`src/lcc_pkg.sv`:
```
// lcc_pkg: constants, types and register map for the logic cell cluster
// assumes a single 200 MHz clock domain and an AHB-Lite register slave
//
// Behaviour
// - cell register works as D, T, JK or SR
// - combinational cell bypasses its register
// - chains link only cells two to ten
// - carry-in feeds lookup table and next stage
// - long carry continues two clusters further on
// - carry chain never crosses row middle
// - n-bit adder uses n+1 cells, carry routed
// - cascade ANDs or ORs, four inputs per cell
// - OR cascade cells cannot use their registers
// - long cascade skips alternate clusters, same parity
// - cascade chain never crosses row centre
// - normal mode: four-input table, carry or input three
// - arithmetic mode: sum table plus carry table
// - counter: enable, up/down, cluster clear and load
// - counter: two tables, load mux, clear AND
// - clear beats load beats cascade
// - only cell two has register feedback mux
// - cells 1-5 drive right, 6-10 left
// - first cell makes cluster clear and load
package lcc_pkg;

	// ----------------------------------------------------------------
	// geometry
	// ----------------------------------------------------------------
	localparam int LCC_NUM_CELLS = 10;
	localparam int LCC_HALF_CELLS = 5;
	localparam int LCC_ROW_HALF_LAST = 11;
	localparam int LCC_CHAIN_SKIP = 2;

	// ----------------------------------------------------------------
	// register map (byte addresses)
	// ----------------------------------------------------------------
	localparam logic [7:0] LCC_CELL_CFG_BASE = 8'h00;
	localparam logic [7:0] LCC_CTRL_ADDR = 8'h28;
	localparam logic [7:0] LCC_STATUS_ADDR = 8'h2c;
	localparam logic [25:0] LCC_CFG_RESET = 26'h0000000;
	localparam int LCC_CTRL_EN_BIT = 0;
	localparam int LCC_STAT_SCLR_BIT = 10;
	localparam int LCC_STAT_SLOAD_BIT = 11;
	localparam int LCC_CFG_WIDTH = 26;

	// ----------------------------------------------------------------
	// types
	// ----------------------------------------------------------------
	typedef enum logic [1:0] {LCC_FF_D, LCC_FF_T, LCC_FF_JK, LCC_FF_SR} lcc_ff_e;
	typedef enum logic [1:0] {LCC_MODE_NORMAL, LCC_MODE_ARITH, LCC_MODE_COUNTER} lcc_mode_e;

	typedef struct packed {
		logic cout_route;
		logic fb_sel;
		logic carry_sel;
		logic casc_or;
		logic casc_en;
		logic bypass;
		lcc_mode_e mode;
		lcc_ff_e ff;
		logic [15:0] mask;
	} lcc_cfg_s;

	typedef struct packed {
		logic cell_input_one;
		logic cell_input_three;
	} lcc_left_s;

	typedef struct packed {
		logic cell_input_two;
		logic cell_input_four;
	} lcc_right_s;

	typedef struct packed {
		logic carry;
		logic casc;
	} lcc_chain_s;

endpackage

```
`src/lcc_cluster.sv`:
```
// lcc_cluster: one cluster of ten logic cells with carry and cascade chains
// assumes neighbour clusters wire chain_out of cluster k to chain_in of k+2
`timescale 1ns/10ps

module lcc_cluster
	import lcc_pkg::*;
#(
	parameter int CLUSTER_IDX = 1
)
(
	input wire logic clk,
	input wire logic rst_b,
	input wire logic hsel,
	input wire logic [31:0] haddr,
	input wire logic [1:0] htrans,
	input wire logic hwrite,
	input wire logic [2:0] hsize,
	input wire logic [31:0] hwdata,
	input wire logic hready,
	output logic hreadyout,
	output logic hresp,
	output logic [31:0] hrdata,
	input wire lcc_left_s [LCC_NUM_CELLS-1:0] left_in,
	input wire lcc_right_s [LCC_NUM_CELLS-1:0] right_in,
	input wire lcc_chain_s chain_in,
	output lcc_chain_s chain_out_q,
	output logic [LCC_HALF_CELLS-1:0] drive_right_q,
	output logic [LCC_HALF_CELLS-1:0] drive_left_q
);

	// ----------------------------------------------------------------
	// chain position in the row
	// ----------------------------------------------------------------
	localparam bit IN_OK = (CLUSTER_IDX > LCC_CHAIN_SKIP) &&
		((CLUSTER_IDX <= LCC_ROW_HALF_LAST) == (CLUSTER_IDX - LCC_CHAIN_SKIP <= LCC_ROW_HALF_LAST));
	localparam bit OUT_OK = (CLUSTER_IDX <= LCC_ROW_HALF_LAST) ==
		(CLUSTER_IDX + LCC_CHAIN_SKIP <= LCC_ROW_HALF_LAST);

	lcc_cfg_s cfg_q [LCC_NUM_CELLS];
	logic ctrl_en_q;
	logic [LCC_NUM_CELLS-1:0] q_q;
	logic [LCC_NUM_CELLS-1:0] cin;
	logic [LCC_NUM_CELLS-1:0] cout;
	logic [LCC_NUM_CELLS-1:0] cas_in;
	logic [LCC_NUM_CELLS-1:0] cas_out;
	logic [LCC_NUM_CELLS-1:0] cell_out;
	logic [LCC_NUM_CELLS-1:0] q_d;
	logic sclr;
	logic sload;

	// ----------------------------------------------------------------
	// bus slave
	// ----------------------------------------------------------------
	logic wr_pend_q;
	logic rd_pend_q;
	logic [7:0] addr_q;
	logic addr_phase;

	assign addr_phase = hsel && hready && htrans[1];

	function automatic logic [31:0] read_word(input logic [7:0] a, input lcc_cfg_s c [LCC_NUM_CELLS],
		input logic en, input logic [LCC_NUM_CELLS-1:0] q, input logic clr, input logic ld);
		logic [31:0] r;
		r = 32'h00000000;
		for (int i = 0; i < LCC_NUM_CELLS; i++)
		begin
			if (a == LCC_CELL_CFG_BASE + 8'(4 * i))
			begin
				r = {6'h00, c[i]};
			end
		end
		if (a == LCC_CTRL_ADDR)
		begin
			r[LCC_CTRL_EN_BIT] = en;
		end
		else if (a == LCC_STATUS_ADDR)
		begin
			r[LCC_NUM_CELLS-1:0] = q;
			r[LCC_STAT_SCLR_BIT] = clr;
			r[LCC_STAT_SLOAD_BIT] = ld;
		end
		return r;
	endfunction

	always_ff @(posedge clk or negedge rst_b)
	begin
		if (!rst_b)
		begin
			wr_pend_q <= 1'b0;
			rd_pend_q <= 1'b0;
			addr_q <= 8'h00;
		end
		else if (rd_pend_q)
		begin
			rd_pend_q <= 1'b0;
		end
		else
		begin
			wr_pend_q <= addr_phase && hwrite;
			rd_pend_q <= addr_phase && !hwrite;
			if (addr_phase)
			begin
				addr_q <= haddr[7:0];
			end
		end
	end

	// reads take one wait state so pending writes land first
	always_ff @(posedge clk or negedge rst_b)
	begin
		if (!rst_b)
		begin
			hreadyout <= 1'b1;
			hrdata <= 32'h00000000;
			hresp <= 1'b0;
		end
		else
		begin
			hreadyout <= !(addr_phase && !hwrite && !rd_pend_q);
			hresp <= 1'b0;
			if (rd_pend_q)
			begin
				hrdata <= read_word(addr_q, cfg_q, ctrl_en_q, q_q, sclr, sload);
			end
		end
	end

	always_ff @(posedge clk or negedge rst_b)
	begin
		if (!rst_b)
		begin
			for (int i = 0; i < LCC_NUM_CELLS; i++)
			begin
				cfg_q[i] <= lcc_cfg_s'(LCC_CFG_RESET);
			end
			ctrl_en_q <= 1'b0;
		end
		else if (wr_pend_q)
		begin
			for (int i = 0; i < LCC_NUM_CELLS; i++)
			begin
				if (addr_q == LCC_CELL_CFG_BASE + 8'(4 * i))
				begin
					cfg_q[i] <= lcc_cfg_s'(hwdata[LCC_CFG_WIDTH-1:0]);
				end
			end
			if (addr_q == LCC_CTRL_ADDR)
			begin
				ctrl_en_q <= hwdata[LCC_CTRL_EN_BIT];
			end
		end
	end

	// ----------------------------------------------------------------
	// cluster control from the first cell
	// ----------------------------------------------------------------
	assign sclr = ctrl_en_q && left_in[0].cell_input_one;
	assign sload = ctrl_en_q && right_in[0].cell_input_two;

	// ----------------------------------------------------------------
	// logic cells
	// ----------------------------------------------------------------
	genvar g;
	generate
		for (g = 0; g < LCC_NUM_CELLS; g++)
		begin : g_cell
			logic d1;
			logic d2;
			logic d3;
			logic d4;
			logic fbk;
			logic f;
			logic gv;
			logic nx;
			logic [3:0] idx4;
			logic [2:0] idx3;

			assign d1 = left_in[g].cell_input_one;
			assign d3 = left_in[g].cell_input_three;
			assign d2 = right_in[g].cell_input_two;
			assign d4 = right_in[g].cell_input_four;

			// first cell stays off both chains
			if (g == 0)
			begin : g_head
				assign cin[g] = 1'b0;
				assign cas_in[g] = !cfg_q[g].casc_or;
			end
			else if (g == 1)
			begin : g_entry
				assign cin[g] = IN_OK && chain_in.carry;
				assign cas_in[g] = IN_OK ? chain_in.casc : !cfg_q[g].casc_or;
			end
			else
			begin : g_body
				assign cin[g] = cout[g-1];
				assign cas_in[g] = cas_out[g-1];
			end

			// feedback mux exists only in the second cell
			if (g == 1)
			begin : g_fb
				assign fbk = cfg_q[g].fb_sel ? q_q[g] : d1;
			end
			else
			begin : g_nofb
				assign fbk = d1;
			end

			always_comb
			begin
				idx4 = {d4, cfg_q[g].carry_sel ? cin[g] : d3, d2, fbk};
				idx3 = {cin[g], d2, fbk};
				cout[g] = 1'b0;
				case (cfg_q[g].mode)
					LCC_MODE_ARITH,
					LCC_MODE_COUNTER:
					begin
						f = cfg_q[g].mask[{1'b0, idx3}];
						cout[g] = cfg_q[g].mask[{1'b1, idx3}];
					end
					default:
					begin
						f = cfg_q[g].mask[idx4];
					end
				endcase
				if (cfg_q[g].cout_route)
				begin
					f = cin[g];
				end
				if (!cfg_q[g].casc_en)
				begin
					gv = f;
				end
				else if (cfg_q[g].casc_or)
				begin
					gv = f | cas_in[g];
				end
				else
				begin
					gv = f & cas_in[g];
				end
				cas_out[g] = gv;
			end

			always_comb
			begin
				case (cfg_q[g].ff)
					LCC_FF_T: nx = q_q[g] ^ gv;
					LCC_FF_JK: nx = (gv & !q_q[g]) | (!d4 & q_q[g]);
					LCC_FF_SR: nx = gv | (!d4 & q_q[g]);
					default: nx = gv;
				endcase
				// counter relies on the cluster holding no unrelated registers
				if (cfg_q[g].mode == LCC_MODE_COUNTER)
				begin
					nx = d4 ? gv : q_q[g];
					if (sload)
					begin
						nx = d3;
					end
				end
				q_d[g] = nx & !sclr;
			end

			// OR cascade cannot use the register
			assign cell_out[g] = (cfg_q[g].bypass || (cfg_q[g].casc_en && cfg_q[g].casc_or)) ? gv : q_q[g];
		end
	endgenerate

	always_ff @(posedge clk or negedge rst_b)
	begin
		if (!rst_b)
		begin
			q_q <= '0;
		end
		else
		begin
			q_q <= q_d;
		end
	end

	// ----------------------------------------------------------------
	// outputs
	// ----------------------------------------------------------------
	always_ff @(posedge clk or negedge rst_b)
	begin
		if (!rst_b)
		begin
			drive_right_q <= '0;
			drive_left_q <= '0;
			chain_out_q <= '0;
		end
		else
		begin
			drive_right_q <= cell_out[LCC_HALF_CELLS-1:0];
			drive_left_q <= cell_out[LCC_NUM_CELLS-1:LCC_HALF_CELLS];
			chain_out_q.carry <= OUT_OK && cout[LCC_NUM_CELLS-1];
			chain_out_q.casc <= OUT_OK && cas_out[LCC_NUM_CELLS-1];
		end
	end

endmodule // lcc_cluster

```
`config.mk`:
```
export PLATFORM = sky130hd
export DESIGN_NAME = lcc_cluster
export DESIGN_NICKNAME = d
export VERILOG_FILES = /design/src/lcc_pkg.sv /design/src/lcc_cluster.sv
export SDC_FILE = /design/constraint.sdc
export NUM_CORES = 1
export LEC_CHECK = 0
export BUFFER_PORTS_ARGS = -buffer_cell sky130_fd_sc_hd__clkbuf_2
export CORE_ASPECT_RATIO = 1.75
export CORE_UTILIZATION = 35
export DETAILED_ROUTE_END_ITERATION = 7
export SETUP_SLACK_MARGIN = 0.05
export SLEW_MARGIN = 20
export SYNTH_ARGS = -nofsm -noshare
export SYNTH_HDL_FRONTEND = slang
export SYNTH_SLANG_ARGS = --single-unit
```
`constraint.sdc`:
```
create_clock -name clk -period 6.85 [get_ports clk]
set_input_delay 0.3425 -clock clk [delete_from_list [all_inputs] [get_ports clk]]
set_output_delay 0.3425 -clock clk [all_outputs]
set_load 0.005 [all_outputs]
```
Word-level counts from Yosys, hierarchy flattened
Index checks and enable logic that the tools add are counted.
Storage, ports and cells
  input port bits: 116
  latch bits: 0
  memories kept: 0
  output and inout bits: 46
  flip-flop bits (word level): 326
  memory bits (read-only): 0
  RAM bits: 0
  logic and storage cells: 530
Cells by class
  multiply operators: 0
  reductions and logical operators: 76
  shift-type cells: 0
  div/mod/pow operators: 0
  order comparisons: 29
  bitwise gates (word level): 81
  eq/ne operators: 61
  add/sub/neg operators: 0
  muxes and demuxes: 182
Operators with widths (number)
  2-to-1 mux 32 bit: 9
  2-to-1 mux 1 bit: 131
  less-than comparator 4 x 5 -> 1 bit, second input constant: 19
  == test 2 bit, second input constant: 30
  binary-select mux 1 bit (select 3 bit): 16
  AND 1 bit: 40
  binary-select mux 1 bit (select 4 bit): 10
  == test 2 x 1 -> 1 bit, second input constant: 20
  less-than comparator 3 x 5 -> 1 bit, second input constant: 8
  == test 8 x 5 -> 1 bit, second input constant: 4
  == test 8 x 6 -> 1 bit, second input constant: 4
  bitwise OR 1 bit: 30
  one-hot mux 1 bit (3 select lines): 10
  logical NOT 1 bit: 26
  2-to-1 mux 26 bit: 1
  AND reduction 2 bit: 12
  OR reduction 2 bit: 10
  logical AND 1 bit: 17
  == test 8 x 4 -> 1 bit, second input constant: 2
  2-to-1 mux 12 bit: 1
  2-to-1 mux 11 bit: 1
  logical OR 1 bit: 10
  less-than comparator 2 x 5 -> 1 bit, second input constant: 2
  bitwise XOR 1 bit: 10
  4 further kinds: 6

Depth between registers and ports, before layout
Gate-level depths: netlist of run 1.
  depth after elaboration: 38
  depth in mapped cells: 21
  gate-level depth less buffers: 21

Worst setup path after synthesis of run 1
OpenSTA, ideal clock, no wires.
  path kind: register -> register
  start: register cfg_q[232] (netlist bit)
  end: register q_q[9]
  buffers on the path: 0
  setup time: 0.132 ns
  required time: 6.718 ns
  arrival: 4.697 ns
  slack: 2.021 ns
  stages on the path, launching flop included: 19
  period minus slack after synthesis: 4.829 ns
  cell sequence: dfrtp_1 > mux2i_2 > mux2_2 > a211o_1 > a21o_1 > a221oi_1 > mux2_1 > a2bb2oi_1 > nand2_1 > a221o_2 > a21oi_2 > o31ai_2 > a2111o_1 > a31o_1 > and2_1 > ha_1 > nor2_1 > a311oi_1 > o32ai_1
Between the ends
  longest elaborated chain between the ends: 38
  elaborated cells between the ends (all ways): 132
  classes of those cells: 109 x mux; 23 x bitwise
RTL lines
  from (decl): line lcc_cluster.sv:39  | lcc_cfg_s cfg_q [LCC_NUM_CELLS];
  from (signal, indexed assignment): line lcc_cluster.sv:134  | cfg_q[i] <= lcc_cfg_s'(LCC_CFG_RESET);
  from (signal, indexed assignment): line lcc_cluster.sv:144  | cfg_q[i] <= lcc_cfg_s'(hwdata[LCC_CFG_WIDTH-1:0]);
  2-to-1 mux 1 bit *: line lcc_cluster.sv:203  | assign fbk = cfg_q[g].fb_sel ? q_q[g] : d1;
  binary-select mux 1 bit (select 2 bit): line lcc_cluster.sv:220  | cout[g] = cfg_q[g].mask[{1'b1, idx3}];
  2-to-1 mux 1 bit (not written as such): line lcc_cluster.sv:220
  2-to-1 mux 1 bit: line lcc_cluster.sv:215  | case (cfg_q[g].mode)
  binary-select mux 1 bit (select 3 bit) / 2-to-1 mux 1 bit (equally long branches): line lcc_cluster.sv:220, lcc_cluster.sv:212
  2-to-1 mux 1 bit (not written as such) / binary-select mux 1 bit (select 4 bit) (equally long branches): line lcc_cluster.sv:220, lcc_cluster.sv:224
  2-to-1 mux 1 bit (on tied branches): line lcc_cluster.sv:215, lcc_cluster.sv:224
  binary-select mux 1 bit (select 3 bit), or another cell as far along: line lcc_cluster.sv:220
  [23 not listed]
  2-to-1 mux 1 bit: line lcc_cluster.sv:235  | else if (cfg_q[g].casc_or)
  2-to-1 mux 1 bit *: line lcc_cluster.sv:231  | if (!cfg_q[g].casc_en)
  AND 1 bit: line lcc_cluster.sv:250  | LCC_FF_JK: nx = (gv & !q_q[g]) | (!d4 & q_q[g]);
  bitwise OR 1 bit: line lcc_cluster.sv:250
  one-hot mux 1 bit (3 select lines): line lcc_cluster.sv:248  | case (cfg_q[g].ff)
  2-to-1 mux 1 bit *: line lcc_cluster.sv:255  | if (cfg_q[g].mode == LCC_MODE_COUNTER)
  AND 1 bit *: line lcc_cluster.sv:263  | q_d[g] = nx & !sclr;
  named net q_d[9]: line lcc_cluster.sv:47  | logic [LCC_NUM_CELLS-1:0] q_d;
  to (signal assigned): line lcc_cluster.sv:279  | q_q <= q_d;
  to (decl): line lcc_cluster.sv:41  | logic [LCC_NUM_CELLS-1:0] q_q;
The timed path passes the listed nets; every way through them passes the cells marked *. The select of a mux whose other input is x is not followed.
A chain may end at the register's enable or synchronous reset.

Final worst setup path of run 1
  start: register q_q[1]
  end: register q_q[9]
Between the ends
  longest elaborated chain between the ends: 38
  elaborated cells between the ends (all ways): 132
  classes of those cells: 109 x mux; 23 x bitwise
RTL lines (line)
  2-to-1 mux 1 bit *: lcc_cluster.sv:203
  binary-select mux 1 bit (select 2 bit): lcc_cluster.sv:220
  2-to-1 mux 1 bit (not written as such): lcc_cluster.sv:220
  2-to-1 mux 1 bit: lcc_cluster.sv:215
  binary-select mux 1 bit (select 3 bit) / 2-to-1 mux 1 bit (equally long branches): lcc_cluster.sv:220, lcc_cluster.sv:212
  2-to-1 mux 1 bit (not written as such) / binary-select mux 1 bit (select 4 bit) (equally long branches): lcc_cluster.sv:220, lcc_cluster.sv:224
  2-to-1 mux 1 bit (on tied branches): lcc_cluster.sv:215, lcc_cluster.sv:224
  binary-select mux 1 bit (select 3 bit), or another cell as far along: lcc_cluster.sv:220
  [23 not listed]
  2-to-1 mux 1 bit: lcc_cluster.sv:235
  2-to-1 mux 1 bit *: lcc_cluster.sv:231
  AND 1 bit: lcc_cluster.sv:250
  bitwise OR 1 bit: lcc_cluster.sv:250
  one-hot mux 1 bit (3 select lines): lcc_cluster.sv:248
  2-to-1 mux 1 bit *: lcc_cluster.sv:255
  AND 1 bit *: lcc_cluster.sv:263
  named net q_d[9]: lcc_cluster.sv:47
Marks and branches as above.

==> results of run 1 <==
[routing by layer]
layer / track usage (%) / up-vias / wire length (µm)
li1: - / 5510 / -
met1: 25.0 / 6527 / 20400
met2: 42.3 / 471 / 29800
met3: 2.94 / 185 / 2610
met4: 18.9 / 4 / 5040
met5: 0 / - / 23
[worst paths after layout]
kind | from | endpoint | depth (start not counted)
hold / removal | left_in[4] | q_q[2] | 3
max in group asynchronous | rst_b | q_q[0] | 3
setup / recovery | q_q[1] | q_q[9] | 19
min in group asynchronous | rst_b | cfg_q[65] | 2
setup reg to reg | q_q[1] | q_q[9] | 19
hold reg to reg | cfg_q[154] | cfg_q[154] | 1
[cell usage after synthesis, types with 5 or more instances]
library cell	instances
and2_1	8
nor3_1	7
nand3_1	21
o21ai_0	40
nor2b_1	18
or3_1	5
buf_4	7
a222oi_1	15
nor2_1	91
clkbuf_1	58
dfrtp_1	319
a31oi_1	16
inv_1	45
buf_1	27
mux2_2	280
a221oi_1	34
mux2i_1	24
a21oi_1	34
a22o_1	28
a211o_1	5
or2_2	5
a21o_1	5
a41oi_1	15
nand3b_1	7
a22oi_1	44
nand2_1	69
nand2b_1	19
ha_1	20
mux4_2	39
a211oi_1	20
[worst reg2reg max path: cells and delay by family, from the launching register on]
family                     cells  cell delay [ps]
DFF                            1              480
buffers and inverters          1               40
and+or+nand+nor                2              510
adders and majority gates      1              140
AOI/OAI and AO/OA             10             2570
muxes                          5             2100
[registers in the layout (all words and copies together), names as in the netlist]
register	cells
drive_left_q	5
ctrl_en_q	1
chain_out_q	2
cfg_q	260
rd_pend_q	1
hrdata	26
hreadyout	1
wr_pend_q	1
drive_right_q	5
addr_q	8
q_q	10
[area by class of cell]
cell class                      instances  area [µm²]  share of cell area [%]
Antenna cell                            1        2.50                  0.0131
Clock buffer                           47         926                    4.84
Clock inverter                          8         146                   0.765
Inverter                               45         169                   0.883
Multi-Input combinational cell        957        8260                    43.2
Sequential cell                       320        8010                    41.9
Tap cell                              588         736                    3.84
Timing Repair Buffer                  150         878                    4.59
[per-stage QoR]
stage	power, µW	hold slack, ps
2_1_floorplan	2870	46.9
3_3_place_gp	3250	450
3_5_place_dp	3290	460
4_1_cts	5140	84.6
5_1_grt	5320	125
6_report	5110	99.2
[report_power, final]
part	switching, µW	internal [µW]	leakage [µW]
sequential	205	2100	0.00375
combinational	522	434	0.00374
clock	773	1080	0.000524
[cell families after synthesis]
group | synth area share, %
mux | 25.6
buf+inv | 3.25
fa+ha+maj | 1.49
compound gates | 14.1
simple gates | 7.75
flops | 47.8
other cells | 0.0224
==> results.yml, run 1 <==
outcome:
  outcome: "finished clean"
sta:
  setup_viol: 0
  period_minus_slack_ps: 5920
  finClkSkew_ps: 12.9
  fmaxAchievable_ghz: 0.169
  relSlewSlack_pct: 30.6
  rsz0062_at_grt: "no"
  finalCritPeriodShare_pct: 86.5
  hold_violations: 0
  fin_ws_ps: 928
  drv_slew: 0
  tns_ps: 0
  worst_pin_slew_ps: 1040
synthesis:
  synth_cell_types: 79
  netlist_area_mm2: 0.0168
  synth_cells: 1409
  yosysSeqAreaShare_pct: 47.8
  synth_ff_type: "dfrtp_1"
  synth.avg_cell_area_um2: 11.9
  synth.largest_area_cell: "dfrtp_1"
  yosys_warnings: 0
  synth_enable_flop_cells: 0
  yosysTopAreaCellShare_pct: 47.6
  synthTopCellsByArea: "dfrtp_1 (48%), mux2_2 (19%), mux4_2 (5.2%), nor2_1 (2.0%), a22oi_1 (2.0%)"
  ys_ff_latch: 320
  async_flop_share_pct: 100
critical_path:
  path_cells: "mux2i_2 > mux2_2 > o22ai_1 > a21o_1 > a21oi_1 > nor3_1 > o21ai_0 > a21oi_1 > mux2i_1 > mux2i_1 > mux2_2 > a211oi_1 > a31o_1 > and2_1 > ha_1 > inv_1 > o221ai_1 > a31oi_1 > o32ai_1"
  crit_family: "compound AO/OA/AOI/OAI gates"
  cp.arrival_ps: 6400
  required_ps: 7330
  r2r_slack_ps: 930
  cpMaxStageDelayCell: "mux2i_1"
  critPathLaunchType: "register"
  slowest_delay_ps: 530
  crit_fanout: 10
  path_buf_inv: 1
  crit_path_end_kind: "register"
  critical_path_class: "reg2reg"
global_routing:
  grt_usage_pct: 23.7
  antenna_found_initial: 3
  first_global_vias: 13300
  grt_start_max_net_pins: 157
  grt_first_pass_wirelength_mm: 85.7
  grt_overflow: 0
clock_tree:
  cts_made_buffers: 31
  ctsHoldBuffers: 10
  postCtsSetupBuffers: 0
  cts_tree: "yes"
  clock_path_buffers: 3
  post_cts_resized: 0
  htree_levels: 1
  insertion_delay_ps: 580
  cts_root_buffer: "clkbuf_16"
  clkSinkCount: 320
  clkTransAtPathRegs_ps: 70
finish:
  syn_to_final_growth_pct: 14.1
  final_cell_area_mm2: 0.0191
  drive_gt1_share_pct: 35.1
  n_fill_cell: 4456
  layout_common_cells: "dfrtp_1 (318), mux2_2 (280), clkbuf_2 (117)"
  fin_util_pct: 40.7
  final_cells: 2116
  final_nets: 1641
  layout_commonest_cell: "dfrtp_1"
place:
  place_hpwl_mm: 42.9
  placed_cell_area_mm2: 0.0180
  io_buffer_count: 118
  pre_cts_ws_ps: 1030
  routabilityCongestion: 0.912
  placedCellCount: 2050
drt:
  drc: 0
  wl_per_cell_um: 27.3
  wl_mm: 57.9
  num_vias: 12700
  drt-initial-drc-count: 901
  via_per_inst: 6.00
  drtAntennaViolNets: 0
  firstDrtPassIters: 5
power:
  p_leak_uw: 0.00801
  power_density_mw_per_mm2: 267
  ir_worst_vdd_uv: 144
die:
  io_pins: 162
  initial_utilization_pct: 35.7
  core_mm2: 0.0470
  die-area_mm2: 0.0488
  die_w_um: 167
  core.rowCount: 105
  die_h_um: 292
worst_hold_path:
  worstHoldPathType: "in2reg"
job:
  maxCapViolCount: 0
Power figures use the tool's default switching activity.
==> run 2: changes to the inputs <==
==> constraint.sdc (replaced) <==
create_clock -name clk -period 6 [get_ports clk]
set_input_delay 0.3 -clock clk [delete_from_list [all_inputs] [get_ports clk]]
set_output_delay 0.3 -clock clk [all_outputs]
set_load 0.005 [all_outputs]
==> run 2 against run 1 <==
Compared with the run above: maximum frequency increased by 8.5%; largest power group unchanged; power increased by 14%; setup slack worse by 390 ps.
==> results.yml, run 2 (synthesis results as in run 1) <==
outcome:
  outcome: "finished clean"
power:
  p_sw_uw: 1700
  power_density_mw_per_mm2: 303
  pwr-share-comb_pct: 19.1
  p_clk_share_pct: 35.7
  p_leak_uw: 0.00802
  seq_power_share_pct: 45.3
  switching_share_pct: 29.2
  ir_worst_vdd_uv: 180
  intPower_uw: 4110
die:
  die_w_um: 167
  initial_utilization_pct: 35.7
  die_h_um: 292
  die-area_mm2: 0.0488
  core_mm2: 0.0470
  core.rowCount: 105
  io_pins: 162
clock_tree:
  clkTransAtPathRegs_ps: 70
  cts_tree: "yes"
  clock_path_buffers: 3
  cts_made_buffers: 30
  cts_root_buffer: "clkbuf_16"
  insertion_delay_ps: 580
  postCtsSetupBuffers: 0
  htree_levels: 1
  clkSinkCount: 320
critical_path:
  crit_family: "compound AO/OA/AOI/OAI gates"
  path_cells: "mux2i_2 > buf_4 > mux2_2 > a211o_1 > a21o_1 > a221oi_1 > mux2_1 > a2bb2oi_1 > nand2_1 > a221o_2 > a21oi_2 > o32ai_1 > a2111o_1 > a31o_1 > and2_1 > ha_1 > nor2_1 > a311oi_1 > o32ai_1"
  cpMaxStageDelayCell: "a221o_2"
  path_buf_inv: 1
  slowest_delay_ps: 490
  crit_fanout: 10
  path_common_cell: "o32ai_1"
  crit_path_end_kind: "register"
  worstSetupStartpoint: "cfg_q[232]"
  cp.arrival_ps: 5910
  critPathLaunchType: "register"
  required_ps: 6450
  critical_path_class: "reg2reg"
  r2r_start: "cfg_q[232]"
sta:
  setup_viol: 0
  relSlewSlack_pct: 30.2
  tns_ps: 0
  drv_slew: 0
  period_minus_slack_ps: 5460
  finClkSkew_ps: 14.5
  fmaxAchievable_ghz: 0.183
  worst_pin_slew_ps: 1040
  finalCritPeriodShare_pct: 91.0
  rsz0062_at_grt: "no"
  hold_violations: 0
drt:
  top_layer_used: "met5"
  wl_per_cell_um: 27.2
  firstDrtPassIters: 8
  wl_mm: 57.6
  wl_met3_mm: 2.72
  drtAntennaViolNets: 0
  wl_met1_mm: 20.3
  route.met2.wl_mm: 29.7
  drt-initial-drc-count: 870
  drc: 0
  via_per_inst: 6.00
  num_vias: 12700
global_routing:
  antenna_found_initial: 4
  first_global_vias: 13200
  grt_overflow: 0
  grt_start_max_net_pins: 139
  grt_first_pass_wirelength_mm: 85.8
  grt_usage_pct: 23.7
finish:
  top_regs: "cfg_q x260, hrdata x26, q_q x10"
  syn_to_final_growth_pct: 14.2
  regMostFlops: "cfg_q"
  layout_commonest_cell: "dfrtp_1"
  drive_gt1_share_pct: 35.5
  largest_reg_flops: 260
  final_nets: 1642
  layout_common_cells: "dfrtp_1 (318), mux2_2 (280), clkbuf_2 (117)"
  final_cell_area_mm2: 0.0192
worst_hold_path:
  worstHoldPathType: "in2reg"
  worstHoldStart: "left_in[4]"
place:
  io_buffer_count: 118
  routabilityCongestion: 0.912
  place_hpwl_mm: 43.0
  placed_cell_area_mm2: 0.0180
job:
  maxCapViolCount: 0
-- run 2: cell types whose count changed in the layout (fill, tap and decap cells not counted), sizes merged --
cell      change
buf           +2
clkbuf        -4
clkinv        +1
clkinvlp      +1
diode         +2
-- run 2: per-stage QoR --
stage / power (µW) / setup slack (ps) / instances / hold WS [ps] / utilization (%)
floorplan: 3270 / 1170 / 1415 / 4.41 / -
global placement: 3720 / 560 / 2052 / 483 / 38.2
detailed placement: 3760 / 329 / 2052 / 489 / 38.2
CTS: 5840 / 363 / 2115 / 42.6 / 40.7
global route: 6050 / 176 / 2117 / 68.9 / 40.7
finish: 5810 / 541 / 2118 / 69.6 / 40.7
-- run 2: final timing paths --
path                                    endpoint  slack [ps]  cells past startpoint
worst min-delay path                      q_q[2]          70                      3
worst max-delay path                      q_q[9]         540                     19
worst min register to register        cfg_q[128]         510                      1
min in group asynchronous             hrdata[11]         410                      2
worst max register to register            q_q[9]         540                     19
max in group asynchronous       drive_right_q[1]        4100                      3
-- run 2: layer usage --
metal	up-vias	GRT usage [%]
li1	5514	-
met1	6508	25.7
met2	486	41.6
met3	197	3.13
met4	2	18.8
met5	-	0
-- run 2: what timing repair did --
action	in CTS	in global routing
gates resized for setup	0	2
hold buffers	10	0
endpoints found under the hold margin	133	0
setup endpoints to repair	0	1
-- run 2: tightest hold or removal path, delay by kind of cell --
kind,cells,cell delay (ps)
AOI/OAI and AO/OA,2,200
buffers and inverters,1,100
-- run 2: cell type report --
cell class | count | area, µm²
inverter | 45 | 169
clock inverter | 10 | 155
timing repair buffer | 152 | 893
fill | 4510 | 27900
clock buffer | 43 | 901
multi-input combinational | 957 | 8280
antenna | 3 | 7.51
tap | 588 | 736
sequential | 320 | 8010
-- run 2: power groups by stage --
stage	logic, µW	clock network (µW)	registers (µW)
global route	1210	2180	2660
global placement	1060	0	2660
detailed placement	1090	0	2670
floorplan	702	0	2570
finish	1110	2070	2630
CTS	1100	2110	2630
